<file path="src/rtl/port_b_pkg.sv">
// Package with register map, field positions and reset values of the upper port half
package port_b_pkg;
    // Register indices on the plain register port (3-bit address)
    localparam logic [2:0] ADDR_PIN_LEVEL = 3'h0;
    localparam logic [2:0] ADDR_OUT_LATCH = 3'h1;
    localparam logic [2:0] ADDR_DIRECTION = 3'h2;
    localparam logic [2:0] ADDR_INT_MAIN = 3'h3;
    localparam logic [2:0] ADDR_INT_EDGE = 3'h4;
    localparam logic [2:0] ADDR_INT_EXT = 3'h5;
    localparam logic [2:0] ADDR_ANALOG_CFG = 3'h6;
    // Field positions
    localparam int CHANGE_FLAG_BIT = 0;
    localparam int CHANGE_IE_BIT = 3;
    localparam int PULLUP_DIS_BIT = 7;
    localparam int CHANGE_PRIO_BIT = 0;
    localparam int PCFG_LSB = 0;
    localparam int VCFG_LSB = 4;
    // Implemented-bit masks; other bits read as zero
    localparam logic [7:0] INT_EDGE_MASK = 8'hf5;
    localparam logic [7:0] INT_EXT_MASK = 8'hdb;
    localparam logic [7:0] ANALOG_CFG_MASK = 8'h3f;
    // Reset values
    localparam logic [7:0] OUT_LATCH_RST = 8'h00;
    localparam logic [7:0] DIRECTION_RST = 8'hff;
    localparam logic [7:0] INT_MAIN_RST = 8'h00;
    localparam logic [7:0] INT_EDGE_RST = 8'h80;
    localparam logic [7:0] INT_EXT_RST = 8'h00;
    localparam logic [7:0] ANALOG_CFG_RST = 8'h00;
    // Port configuration loaded after reset release
    localparam logic [3:0] PCFG_ALL_ANALOG = 4'h0;
    localparam logic [3:0] PCFG_PORT_DIGITAL = 4'h7;
    // Highest configuration code for which bit 4 is an analog channel
    localparam logic [3:0] PCFG_BIT4_ANALOG_MAX = 4'h3;
    // Synchroniser depth for pin inputs
    localparam int SYNC_STAGES = 3;
endpackage : port_b_pkg

</file>
<file path="src/rtl/pin_sync_if.sv">
// Interface carrying raw pin levels into the synchroniser and clean levels out
`timescale 1ns/100ps
interface pin_sync_if;
    logic [3:0] raw;    // Asynchronous pin levels
    logic [3:0] clean;  // Debounced, synchronised levels
    modport sync_side (input raw, output clean);
    modport user_side (output raw, input clean);
endinterface : pin_sync_if

</file>
<file path="src/rtl/pin_sync.sv">
// Three-stage pin synchroniser that accepts a change once stages two and three agree
`timescale 1ns/100ps
module pin_sync
    import port_b_pkg::*;
(
    // Clock and reset
    input wire logic clk_sys,
    input wire logic nrst,
    // Pins in, clean levels out
    pin_sync_if.sync_side pins
);
    logic [3:0] stage1_reg; // Metastable catch, read only by stage two
    logic [3:0] stage2_reg; // Second stage
    logic [3:0] stage3_reg; // Third stage
    logic [3:0] clean_reg;  // Accepted level

    // Shift chain
    always_ff @(posedge clk_sys or negedge nrst) begin
        if (!nrst) begin
            stage1_reg <= 4'h0;
            stage2_reg <= 4'h0;
            stage3_reg <= 4'h0;
        end else begin
            stage1_reg <= pins.raw;
            stage2_reg <= stage1_reg;
            stage3_reg <= stage2_reg;
        end
    end

    // Accept each bit only when the two later stages agree
    always_ff @(posedge clk_sys or negedge nrst) begin
        if (!nrst) begin
            clean_reg <= 4'h0;
        end else begin
            for (int i = 0; i < 4; i++) begin
                if (stage2_reg[i] == stage3_reg[i]) begin
                    clean_reg[i] <= stage3_reg[i];
                end
            end
        end
    end

    assign pins.clean = clean_reg;
endmodule : pin_sync

</file>
<file path="src/rtl/port_b_upper_pins.sv">
// Upper half of the bidirectional port: pins 7..4, change detect and overrides
`timescale 1ns/100ps
//
// Contract
// - Cleared direction drives latch; analog ignored.
// - Set direction reads pin, pull-up, analog disables.
// - Pins 7..4 as inputs detect change.
// - Low-voltage config makes bit5 programming entry.
// - Serial mode: bit6 clock, bit7 data.
// - Serial mode disables other clock/data functions.
// - Reset analog default follows analog config.
// - Channel-2 routed here when select zero.
// - Overriding functions ignore direction bits.
// - Latch register reads latched values.
// - Unimplemented bits read zero.
// - Analog config fields at 3:0, 5:4.
// - Set direction tristates, clear drives latch.
// - Inputs compared with last-access snapshot, ORed.
// - Mismatch keeps flag set until port access.
// - Pull-up off for outputs and reset.
module port_b_upper_pins
    import port_b_pkg::*;
(
    // Clock and reset
    input wire logic clk_sys,
    input wire logic nrst,

    // Register port
    input wire logic [2:0] addr,
    input wire logic [7:0] wr_data,
    input wire logic wr_en,
    input wire logic rd_en,
    output logic [7:0] rd_data,

    // Pins 7..4 (index 0 is pin 4)
    input wire logic [3:0] pin_in,
    output logic [3:0] pin_out,
    output logic [3:0] pin_oe,
    output logic [3:0] pullup_en,

    // Configuration levels
    input wire logic lowvolt_prog_enable_cfg,
    input wire logic analog_at_reset_cfg,
    input wire logic capcomp2_pin_select_cfg,

    // Serial programming and debug
    input wire logic serial_prog_active,
    input wire logic serial_data_drive,
    input wire logic serial_data_oe,
    output logic serial_prog_clock,
    output logic serial_prog_data,
    output logic lowvolt_prog_entry,

    // Status toward the rest of the chip
    output logic port_change_flag,
    output logic port_change_irq_enable,
    output logic port_change_irq_priority,
    output logic pin4_analog,
    output logic capcomp_channel_2_here
);
    // Software-visible storage
    // Bits that do not exist are masked on write
    logic [7:0] output_latch_reg;       // Output data latch
    logic [7:0] direction_control_reg;  // 1 = input, 0 = output
    logic [7:0] int_main_reg;           // Main interrupt control (flag bit kept apart)
    logic [7:0] int_edge_reg;           // Edge/priority control, holds pull-up disable
    logic [7:0] int_ext_reg;            // External interrupt control
    logic [7:0] analog_cfg_reg;         // Port and reference configuration
    logic change_flag_reg;              // Sticky port-change flag
    logic [3:0] snapshot_reg;           // Pin levels caught at the last port access
    logic init_done_reg;                // Analog default loaded after reset release

    // Registered outputs
    // One flop per top-level output
    logic [7:0] rd_data_reg;
    logic [3:0] pin_out_reg;
    logic [3:0] pin_oe_reg;
    logic [3:0] pullup_en_reg;
    logic serial_clock_reg;
    logic serial_data_reg;
    logic lv_entry_reg;
    logic pin4_analog_reg;
    logic capcomp_here_reg;

    // Combinational helpers
    // Pure decodes; none reaches a port unflopped
    logic [3:0] pin_sync;     // Clean synchronised pin levels
    logic [3:0] digital_ok;   // Pin still in general-purpose digital use
    logic [3:0] watch;        // Pins taking part in change comparison
    logic [3:0] port_view;    // Upper nibble as read through the port register
    logic mismatch;           // Any watched pin differs from snapshot
    logic port_access;        // Read or write of the port register
    logic is_analog4;         // Bit 4 configured as analog channel
    logic [7:0] rd_data_next;

    // Synchroniser for the four pins
    // Pins move at any time; only the clean levels
    // feed the port read, the change comparison and
    // the programming inputs, never the raw pins
    pin_sync_if sync_bus ();
    assign sync_bus.raw = pin_in;
    pin_sync u_sync (
        .clk_sys(clk_sys),
        .nrst(nrst),
        .pins(sync_bus.sync_side)
    );
    // Clean levels back from the synchroniser
    assign pin_sync = sync_bus.clean;

    // Pin function selection
    // A pin leaves plain use when an override owns it:
    // bit 4 as analog channel, bit 5 under the
    // low-voltage strap, bits 6 and 7 in serial mode.
    // One mask gates port view, change compare and
    // pull-ups, so the three always agree.
    always_comb begin
        is_analog4 = (analog_cfg_reg[PCFG_LSB +: 4] <= PCFG_BIT4_ANALOG_MAX);
        // Start from full digital use, strip overrides
        digital_ok = 4'hf;
        if (is_analog4) begin
            digital_ok[0] = 1'b0;
        end
        if (lowvolt_prog_enable_cfg) begin
            digital_ok[1] = 1'b0;
        end
        // Both serial pins are taken together
        if (serial_prog_active) begin
            digital_ok[2] = 1'b0;
            digital_ok[3] = 1'b0;
        end
    end

    // Only digital inputs join the comparison; outputs are excluded
    // Without this a latch write to an output pin
    // would look like a pin change
    assign watch = digital_ok & direction_control_reg[7:4];
    assign mismatch = |(watch & (pin_sync ^ snapshot_reg));
    assign port_access = (rd_en || wr_en) && (addr == ADDR_PIN_LEVEL);
    // Overridden or analog pins read back as zero
    assign port_view = pin_sync & digital_ok;

    // Output latch and direction registers
    // The latch holds what software wrote, not the
    // pin level, so read-modify-write on it cannot
    // pick up a pin that the board holds low.
    // Direction resets to inputs: nothing is driven
    // until software asks for it.
    always_ff @(posedge clk_sys or negedge nrst) begin
        if (!nrst) begin
            output_latch_reg <= OUT_LATCH_RST;
            direction_control_reg <= DIRECTION_RST;
        end else if (wr_en) begin
            // A port write lands in the latch as well
            if (addr == ADDR_PIN_LEVEL || addr == ADDR_OUT_LATCH) begin
                output_latch_reg <= wr_data;
            end
            if (addr == ADDR_DIRECTION) begin
                direction_control_reg <= wr_data;
            end
        end
    end

    // Interrupt control registers, flag excluded
    // The flag has its own process since hardware
    // sets it; set and clear meet in one place.
    // Writes to missing bits are dropped here.
    always_ff @(posedge clk_sys or negedge nrst) begin
        if (!nrst) begin
            int_main_reg <= INT_MAIN_RST;
            int_edge_reg <= INT_EDGE_RST;
            int_ext_reg <= INT_EXT_RST;
        end else if (wr_en) begin
            case (addr)
                ADDR_INT_MAIN: int_main_reg <= wr_data;
                ADDR_INT_EDGE: int_edge_reg <= wr_data & INT_EDGE_MASK;
                ADDR_INT_EXT: int_ext_reg <= wr_data & INT_EXT_MASK;
                default: ;
            endcase
        end
    end

    // Analog configuration; the reset default is loaded one cycle after release
    // because a strap level may not be taken under the asynchronous reset
    // Limitation: a write in that first cycle is
    // lost, so software waits one cycle after reset.
    // The strap is read once, not tracked.
    always_ff @(posedge clk_sys or negedge nrst) begin
        if (!nrst) begin
            analog_cfg_reg <= ANALOG_CFG_RST;
            init_done_reg <= 1'b0;
        end else if (!init_done_reg) begin
            init_done_reg <= 1'b1;
            analog_cfg_reg <= analog_at_reset_cfg ? {4'h0, PCFG_ALL_ANALOG}
                                                  : {4'h0, PCFG_PORT_DIGITAL};
        end else if (wr_en && addr == ADDR_ANALOG_CFG) begin
            analog_cfg_reg <= wr_data & ANALOG_CFG_MASK;
        end
    end

    // Snapshot of pin levels, renewed by any port access
    // A fresh snapshot is what ends a mismatch; after
    // it the flag stops being set and may be cleared.
    // Pins outside the comparison are caught too and
    // masked when compared.
    always_ff @(posedge clk_sys or negedge nrst) begin
        if (!nrst) begin
            snapshot_reg <= 4'h0;
        end else if (port_access) begin
            snapshot_reg <= pin_sync;
        end
    end

    // Sticky change flag: a standing mismatch beats a software clear
    // Trade-off: a clear is ignored while a mismatch
    // stands, so software reads or writes the port
    // first; a change in the clear cycle is not lost.
    always_ff @(posedge clk_sys or negedge nrst) begin
        if (!nrst) begin
            change_flag_reg <= 1'b0;
        end else if (mismatch) begin
            change_flag_reg <= 1'b1;
        end else if (wr_en && addr == ADDR_INT_MAIN) begin
            change_flag_reg <= wr_data[CHANGE_FLAG_BIT];
        end
    end

    // Read mux; data appears the cycle after the read strobe
    // Unmapped places and missing bits read zero;
    // the low nibble of the port is the lower half's.
    always_comb begin
        rd_data_next = 8'h00;
        case (addr)
            ADDR_PIN_LEVEL: rd_data_next = {port_view, 4'h0};
            ADDR_OUT_LATCH: rd_data_next = output_latch_reg;
            ADDR_DIRECTION: rd_data_next = direction_control_reg;
            // Flag kept apart, merged into bit 0
            ADDR_INT_MAIN: begin
                rd_data_next = int_main_reg;
                rd_data_next[CHANGE_FLAG_BIT] = change_flag_reg;
            end
            ADDR_INT_EDGE: rd_data_next = int_edge_reg;
            ADDR_INT_EXT: rd_data_next = int_ext_reg;
            ADDR_ANALOG_CFG: rd_data_next = analog_cfg_reg;
            default: rd_data_next = 8'h00;
        endcase
    end

    // Read data stands one cycle, zero otherwise,
    // so a stale byte is never taken for a reply
    always_ff @(posedge clk_sys or negedge nrst) begin
        if (!nrst) begin
            rd_data_reg <= 8'h00;
        end else if (rd_en) begin
            rd_data_reg <= rd_data_next;
        end else begin
            rd_data_reg <= 8'h00;
        end
    end

    // Pin drivers: latch onto outputs, tristate on inputs, overrides win
    // Every pad signal leaves a flop, so the pads see
    // no glitch from the override decode. Overrides
    // win by coming later in the same process.
    // Outputs reset low with drivers off.
    always_ff @(posedge clk_sys or negedge nrst) begin
        if (!nrst) begin
            pin_out_reg <= 4'h0;
            pin_oe_reg <= 4'h0;
        end else begin
            pin_out_reg <= output_latch_reg[7:4];
            pin_oe_reg <= ~direction_control_reg[7:4];
            // Entry pin is input only, whatever direction
            if (lowvolt_prog_enable_cfg) begin
                pin_oe_reg[1] <= 1'b0;
            end
            // Clock pin listens; data pin obeys debug logic
            if (serial_prog_active) begin
                pin_oe_reg[2] <= 1'b0;
                pin_out_reg[3] <= serial_data_drive;
                pin_oe_reg[3] <= serial_data_oe;
            end
        end
    end

    // Weak pull-ups on digital inputs while the global disable is clear
    // A pull-up on a driven pin only wastes current.
    // The disable bit resets set, so pull-ups stay
    // off until software clears it.
    // Overridden pins get no pull-up either.
    always_ff @(posedge clk_sys or negedge nrst) begin
        if (!nrst) begin
            pullup_en_reg <= 4'h0;
        end else begin
            pullup_en_reg <= {4{~int_edge_reg[PULLUP_DIS_BIT]}}
                             & direction_control_reg[7:4] & digital_ok;
        end
    end

    // Programming and debug inputs taken from the clean pin levels
    // Limitation: about five cycles behind the pins,
    // so the programming clock must be far slower
    // than the core clock.
    // Each is zero outside its own mode.
    always_ff @(posedge clk_sys or negedge nrst) begin
        if (!nrst) begin
            serial_clock_reg <= 1'b0;
            serial_data_reg <= 1'b0;
            lv_entry_reg <= 1'b0;
        end else begin
            serial_clock_reg <= serial_prog_active & pin_sync[2];
            serial_data_reg <= serial_prog_active & pin_sync[3];
            lv_entry_reg <= lowvolt_prog_enable_cfg & pin_sync[1];
        end
    end

    // Status and routing outputs
    // The routing select is a static strap; it is
    // flopped only so the output leaves a flop.
    // Channel 2 itself lives outside this block.
    always_ff @(posedge clk_sys or negedge nrst) begin
        if (!nrst) begin
            pin4_analog_reg <= 1'b0;
            capcomp_here_reg <= 1'b0;
        end else begin
            pin4_analog_reg <= is_analog4;
            capcomp_here_reg <= ~capcomp2_pin_select_cfg;
        end
    end

    // Ports are plain copies of the flops above
    // and carry no logic of their own
    assign rd_data = rd_data_reg;
    assign pin_out = pin_out_reg;
    assign pin_oe = pin_oe_reg;
    assign pullup_en = pullup_en_reg;
    assign serial_prog_clock = serial_clock_reg;
    assign serial_prog_data = serial_data_reg;
    assign lowvolt_prog_entry = lv_entry_reg;
    assign port_change_flag = change_flag_reg;
    assign port_change_irq_enable = int_main_reg[CHANGE_IE_BIT];
    assign port_change_irq_priority = int_edge_reg[CHANGE_PRIO_BIT];
    assign pin4_analog = pin4_analog_reg;
    assign capcomp_channel_2_here = capcomp_here_reg;
endmodule : port_b_upper_pins

</file>
<file path="config.mk">
export PLATFORM = sky130hd
export DESIGN_NAME = port_b_upper_pins
export DESIGN_NICKNAME = d
export VERILOG_FILES = /design/src/rtl/port_b_pkg.sv /design/src/rtl/pin_sync_if.sv /design/src/rtl/pin_sync.sv /design/src/rtl/port_b_upper_pins.sv
export SDC_FILE = /design/constraint.sdc
export NUM_CORES = 1
export LEC_CHECK = 0
export ABC_AREA = 1
export BUFFER_PORTS_ARGS = -buffer_cell sky130_fd_sc_hd__buf_2
export CORE_MARGIN = 8
export CORE_UTILIZATION = 41
export CTS_CLUSTER_SIZE = 10
export DETAILED_ROUTE_END_ITERATION = 8
export PLACE_DENSITY = 0.68
export SLEW_MARGIN = 25
export SYNTH_ARGS = -nofsm -noshare
export SYNTH_HDL_FRONTEND = slang
export SYNTH_SLANG_ARGS = --single-unit
</file>
<file path="constraint.sdc">
create_clock -name clk_sys -period 3.15 [get_ports clk_sys]
set_clock_uncertainty 0.05 [all_clocks]
set_input_delay 0.315 -clock clk_sys [delete_from_list [all_inputs] [get_ports clk_sys]]
set_output_delay 0.315 -clock clk_sys [all_outputs]
set_load 0.05 [all_outputs]
</file>
==> impl_summary.txt <==
----------------------------------------------------
[Status]
  Run status ... complete, but fails checks
  Violated checks ... negative hold slack

[Clocking]
  Post-cts resize count ... 0
  Clock tree from TritonCTS ... yes
  Post-CTS setup repair buffer count ... 0
  Maximum clock path buffer count ... 2
  Clock-pin transition on the worst setup and hold timing paths ... 0.08 ns
  Number of buffers created by CTS ... 9
  Number of sinks driven by the clock tree ... 88
  Total of hold buffers inserted after clock tree synthesis ... 1
  H-tree Lvls ... 3
  Clock latency on the worst-skew pair ... 0.35 ns
  Root buffer cell ... clkbuf_8

[Routing]
  Vias after detailed routing ... 2,679
  Remaining DRCs ... 0
  Detail Route Antenna Nets ... 0
  Total wirelength of the detailed-routed design ... 8020 microns
  Vias per cell ... 5.16
  Violation count after the first detailed-routing iteration ... 243
  Average wire per cell in the routed design ... 15.5 microns
  Count of TritonRoute iterations in the first routing pass ... 5

[Logic synthesis]
  Number of distinct library cells after synthesis ... 29
  Mapped cell area ... 3590 sq um
  Combinational family with the most area after synthesis ... simple AND/OR/NAND/NOR gates
  Largest cells by area after synthesis ... dfrtp_1 (55%), nand2_1 (7.1%), dfstp_2 (6.6%)
  Multiplexer share of the synthesized area ... 0%
  Post-synthesis sequential area ratio ... 61.6%
  Post-synthesis net count ... 383
  Largest area contributor in the synthesized netlist ... dfrtp_1
  Synthesized-area fraction occupied by xor and xnor cells ... 0.244%
  Average instance area after synthesis ... 10.0 sq um
  Adder-cell area share of the yosys netlist ... 1.11%
  Number of standard cells after synthesis ... 358
  Register bit total from synthesis ... 88
  Area share of the largest cell type after synthesis ... 55.1%
  Warnings from Yosys ... 0
  Simple logic cell fraction of the synthesized area ... 23.1%
  Compound-gate portion of the synthesized area ... 8.01%

[Finish]
  Sequential cell area ... 2210 sq um
  Nets ... 431
  Most common cell after layout, fill and taps aside ... dfrtp_1
  Fraction of final layout cells sized beyond drive strength 1 ... 23.8%
  Final instance count without filler cells ... 519
  Ant. Diodes ... 0
  Layout-stage area growth over the synthesis result ... 14.9%
  Top library cells by usage in the layout, fill and taps aside ... dfrtp_1 (79), nand2_1 (68), buf_2 (51), nand3_1 (39), o21ai_0 (29)
  Total of fill cells in the finished design ... 830
  Area of the multi-input gates ... 1170 sq um

[Timing]
  Final Critical Period ... 1.43 ns
  Final setup vio count ... 0
  Worst rel slew slack ... 49.2%
  Final hold violation count ... 76
  Share of the cycle needed by the critical path after routing ... 45.4%
  Unrepaired setup endpoints after global routing ... false
  Hold_ws ... -0.0389 ns
  Peak Freq ... 0.700 GHz
  Slew at the pin closest to its max-slew limit ... 0.762 ns
  Final setup TNS ... 0 ns
  Number of slew-limit violations in the final report ... 0

[Power and ir drop]
  Power per cell area ... 661 nW/um^2
  IR Drop Worst-Case VDD ... 0.294 mV
  Lkg Pwr ... 2.02 nW

[Worst setup path]
  CP Depth ... 1
  Depth of the worst register-to-register path ... 5
  Start of the worst register-to-register path ... u_sync.pins.clean[2]$_DFFE_PN0N_
  Delay-heaviest family, CP ... flip-flops
  Cells traversed along the worst timing path ... buf_2
  Endpoint of the most critical register-to-register path ... port_change_flag$_DFFE_PN0P_
  Worst setup path endpoint ... port_change_flag
  Sum of buffers and inverters on the critical path ... 1
  CP required ... 2.78 ns
  Worst-path fanout max ... 3
  Arrival time of data at the critical path endpoint ... 1.06 ns
  Critical path type ... register to primary output
  Crit-path max cell delay ... 0.42 ns
  Reg2Reg Setup Slack ... 1.86 ns
  Sort of element at the start of the critical path ... register
  Capturing element type of the critical path ... primary output
  Critical-path top delay cell ... dfrtp_1
  Worst setup path start ... port_change_flag$_DFFE_PN0P_

[Floorplan]
  Vert. Die Dim ... 110 microns
  Initial Util ... 41.8%
  Placeable core region ... 8590 sq um
  Die Wd ... 110 microns
  I/O pin count ... 53
  Std cell rows ... 34
  Area of the die ... 12,000 sq um

[Placement]
  Final weighted congestion in routability-driven placement ... 0.932
  Dpl hpwl ... 5750 microns
  Cell Count Post-Placement ... 502
  Number of buffers inserted by port buffering ... 52

[Job]
  Max-cap check violation count ... 0

[Global route]
  Vias in the first global route ... 2,543
  First-pass GRT wire length ... 13,100 microns
  Grt total ovfl ... 0
  Tot GR Track Use ... 14.4%
  Largest net degree at the start of global routing ... 89
  Antenna violations before repair ... 0

[Worst hold path]
  Worst min path class ... input port to asynchronous set/reset pin

----------------------------------------------------
## layer usage
metal	track usage (%)	vias to the layer above	share of wire, %
li1	-	1294	-
met1	19.0	1273	43
met2	21.4	96	46
met3	3.11	16	7.8
met4	8.58	0	3.0
met5	0	-	0
## worst reg2reg max path, cell delays in order, from the launching register on
cell	delay, ns
dfrtp_1	0.46
or2_2	0.32
nand3_1	0.06
o21ai_0	0.10
nor2_1	0.13
nand2_1	0.06
## per-stage QoR
step / hold slack (ns) / power, W / cell area, sq um / utilization [%] / setup WS, ns
2_1_floorplan: -0.0306 / 0.00172 / 3590 / - / 1.89
3_3_place_gp: 0.284 / 0.00186 / 3880 / 45.2 / 1.45
3_5_place_dp: 0.286 / 0.00188 / 3880 / 45.2 / 1.36
4_1_cts: 0.00323 / 0.00275 / 4120 / 48.0 / 1.72
5_1_grt: 0.00365 / 0.00286 / 4130 / 48.0 / 1.60
6_report: -0.0389 / 0.00273 / 4130 / 48.0 / 1.72
## where the power goes
| group | internal [W] | leakage [nW] | switching [W] |
|---|---|---|---|
| Combinational | 0.000128 | 0.831 | 0.000334 |
| Sequential | 0.00129 | 1.08 | 0.000101 |
| Clock | 0.000492 | 0.113 | 0.000384 |
## cell type report
cell class                 count  share of cell area (%)
tap                          108                    3.27
sequential                    88                    53.6
clock buffer                  12                    3.76
timing repair buffer          53                    6.70
inverter                      26                    2.43
multi-input combinational    228                    28.4
clock inverter                 4                    1.85
## cell usage after synthesis, drive strengths merged
cell type	number
a21oi	3
buf	14
clkbuf	2
conb	1
dfrtp	79
dfstp	9
inv	26
maj3	4
nand2	70
nand3	41
nand4	20
nor2	31
nor3	5
nor3b	1
o211ai	4
o21ai	44
or2	3
xor2	1
## how the worst min path moves through the flow
| stage | startpoint | to | slack, ns | depth (start not counted) |
|---|---|---|---|---|
| after floorplan | nrst | analog_cfg_reg[0]$_DFFE_PN0P_ | -0.03 | 0 |
| after global placement | u_sync.stage1_reg[0]$_DFF_PN0_ | u_sync.stage2_reg[0]$_DFF_PN0_ | 0.28 | 0 |
| after detailed placement | u_sync.stage1_reg[0]$_DFF_PN0_ | u_sync.stage2_reg[0]$_DFF_PN0_ | 0.29 | 0 |
| after CTS | pin_in[3] | u_sync.stage1_reg[3]$_DFF_PN0_ | 0.003 | 1 |
| after global routing | pin_in[3] | u_sync.stage1_reg[3]$_DFF_PN0_ | 0.004 | 1 |
| final | nrst | pin4_analog$_DFF_PN0_ | -0.04 | 1 |
## kinds of logic after synthesis
group / count (synthesis)
xor gates and xnor gates: 1
other: 1
adders and majority gates: 4
AOI/OAI and AO/OA: 51
and+or+nand+nor: 171
buffers and inverters: 42
DFF: 88
Note: power is estimated with default switching activity, not from simulation.
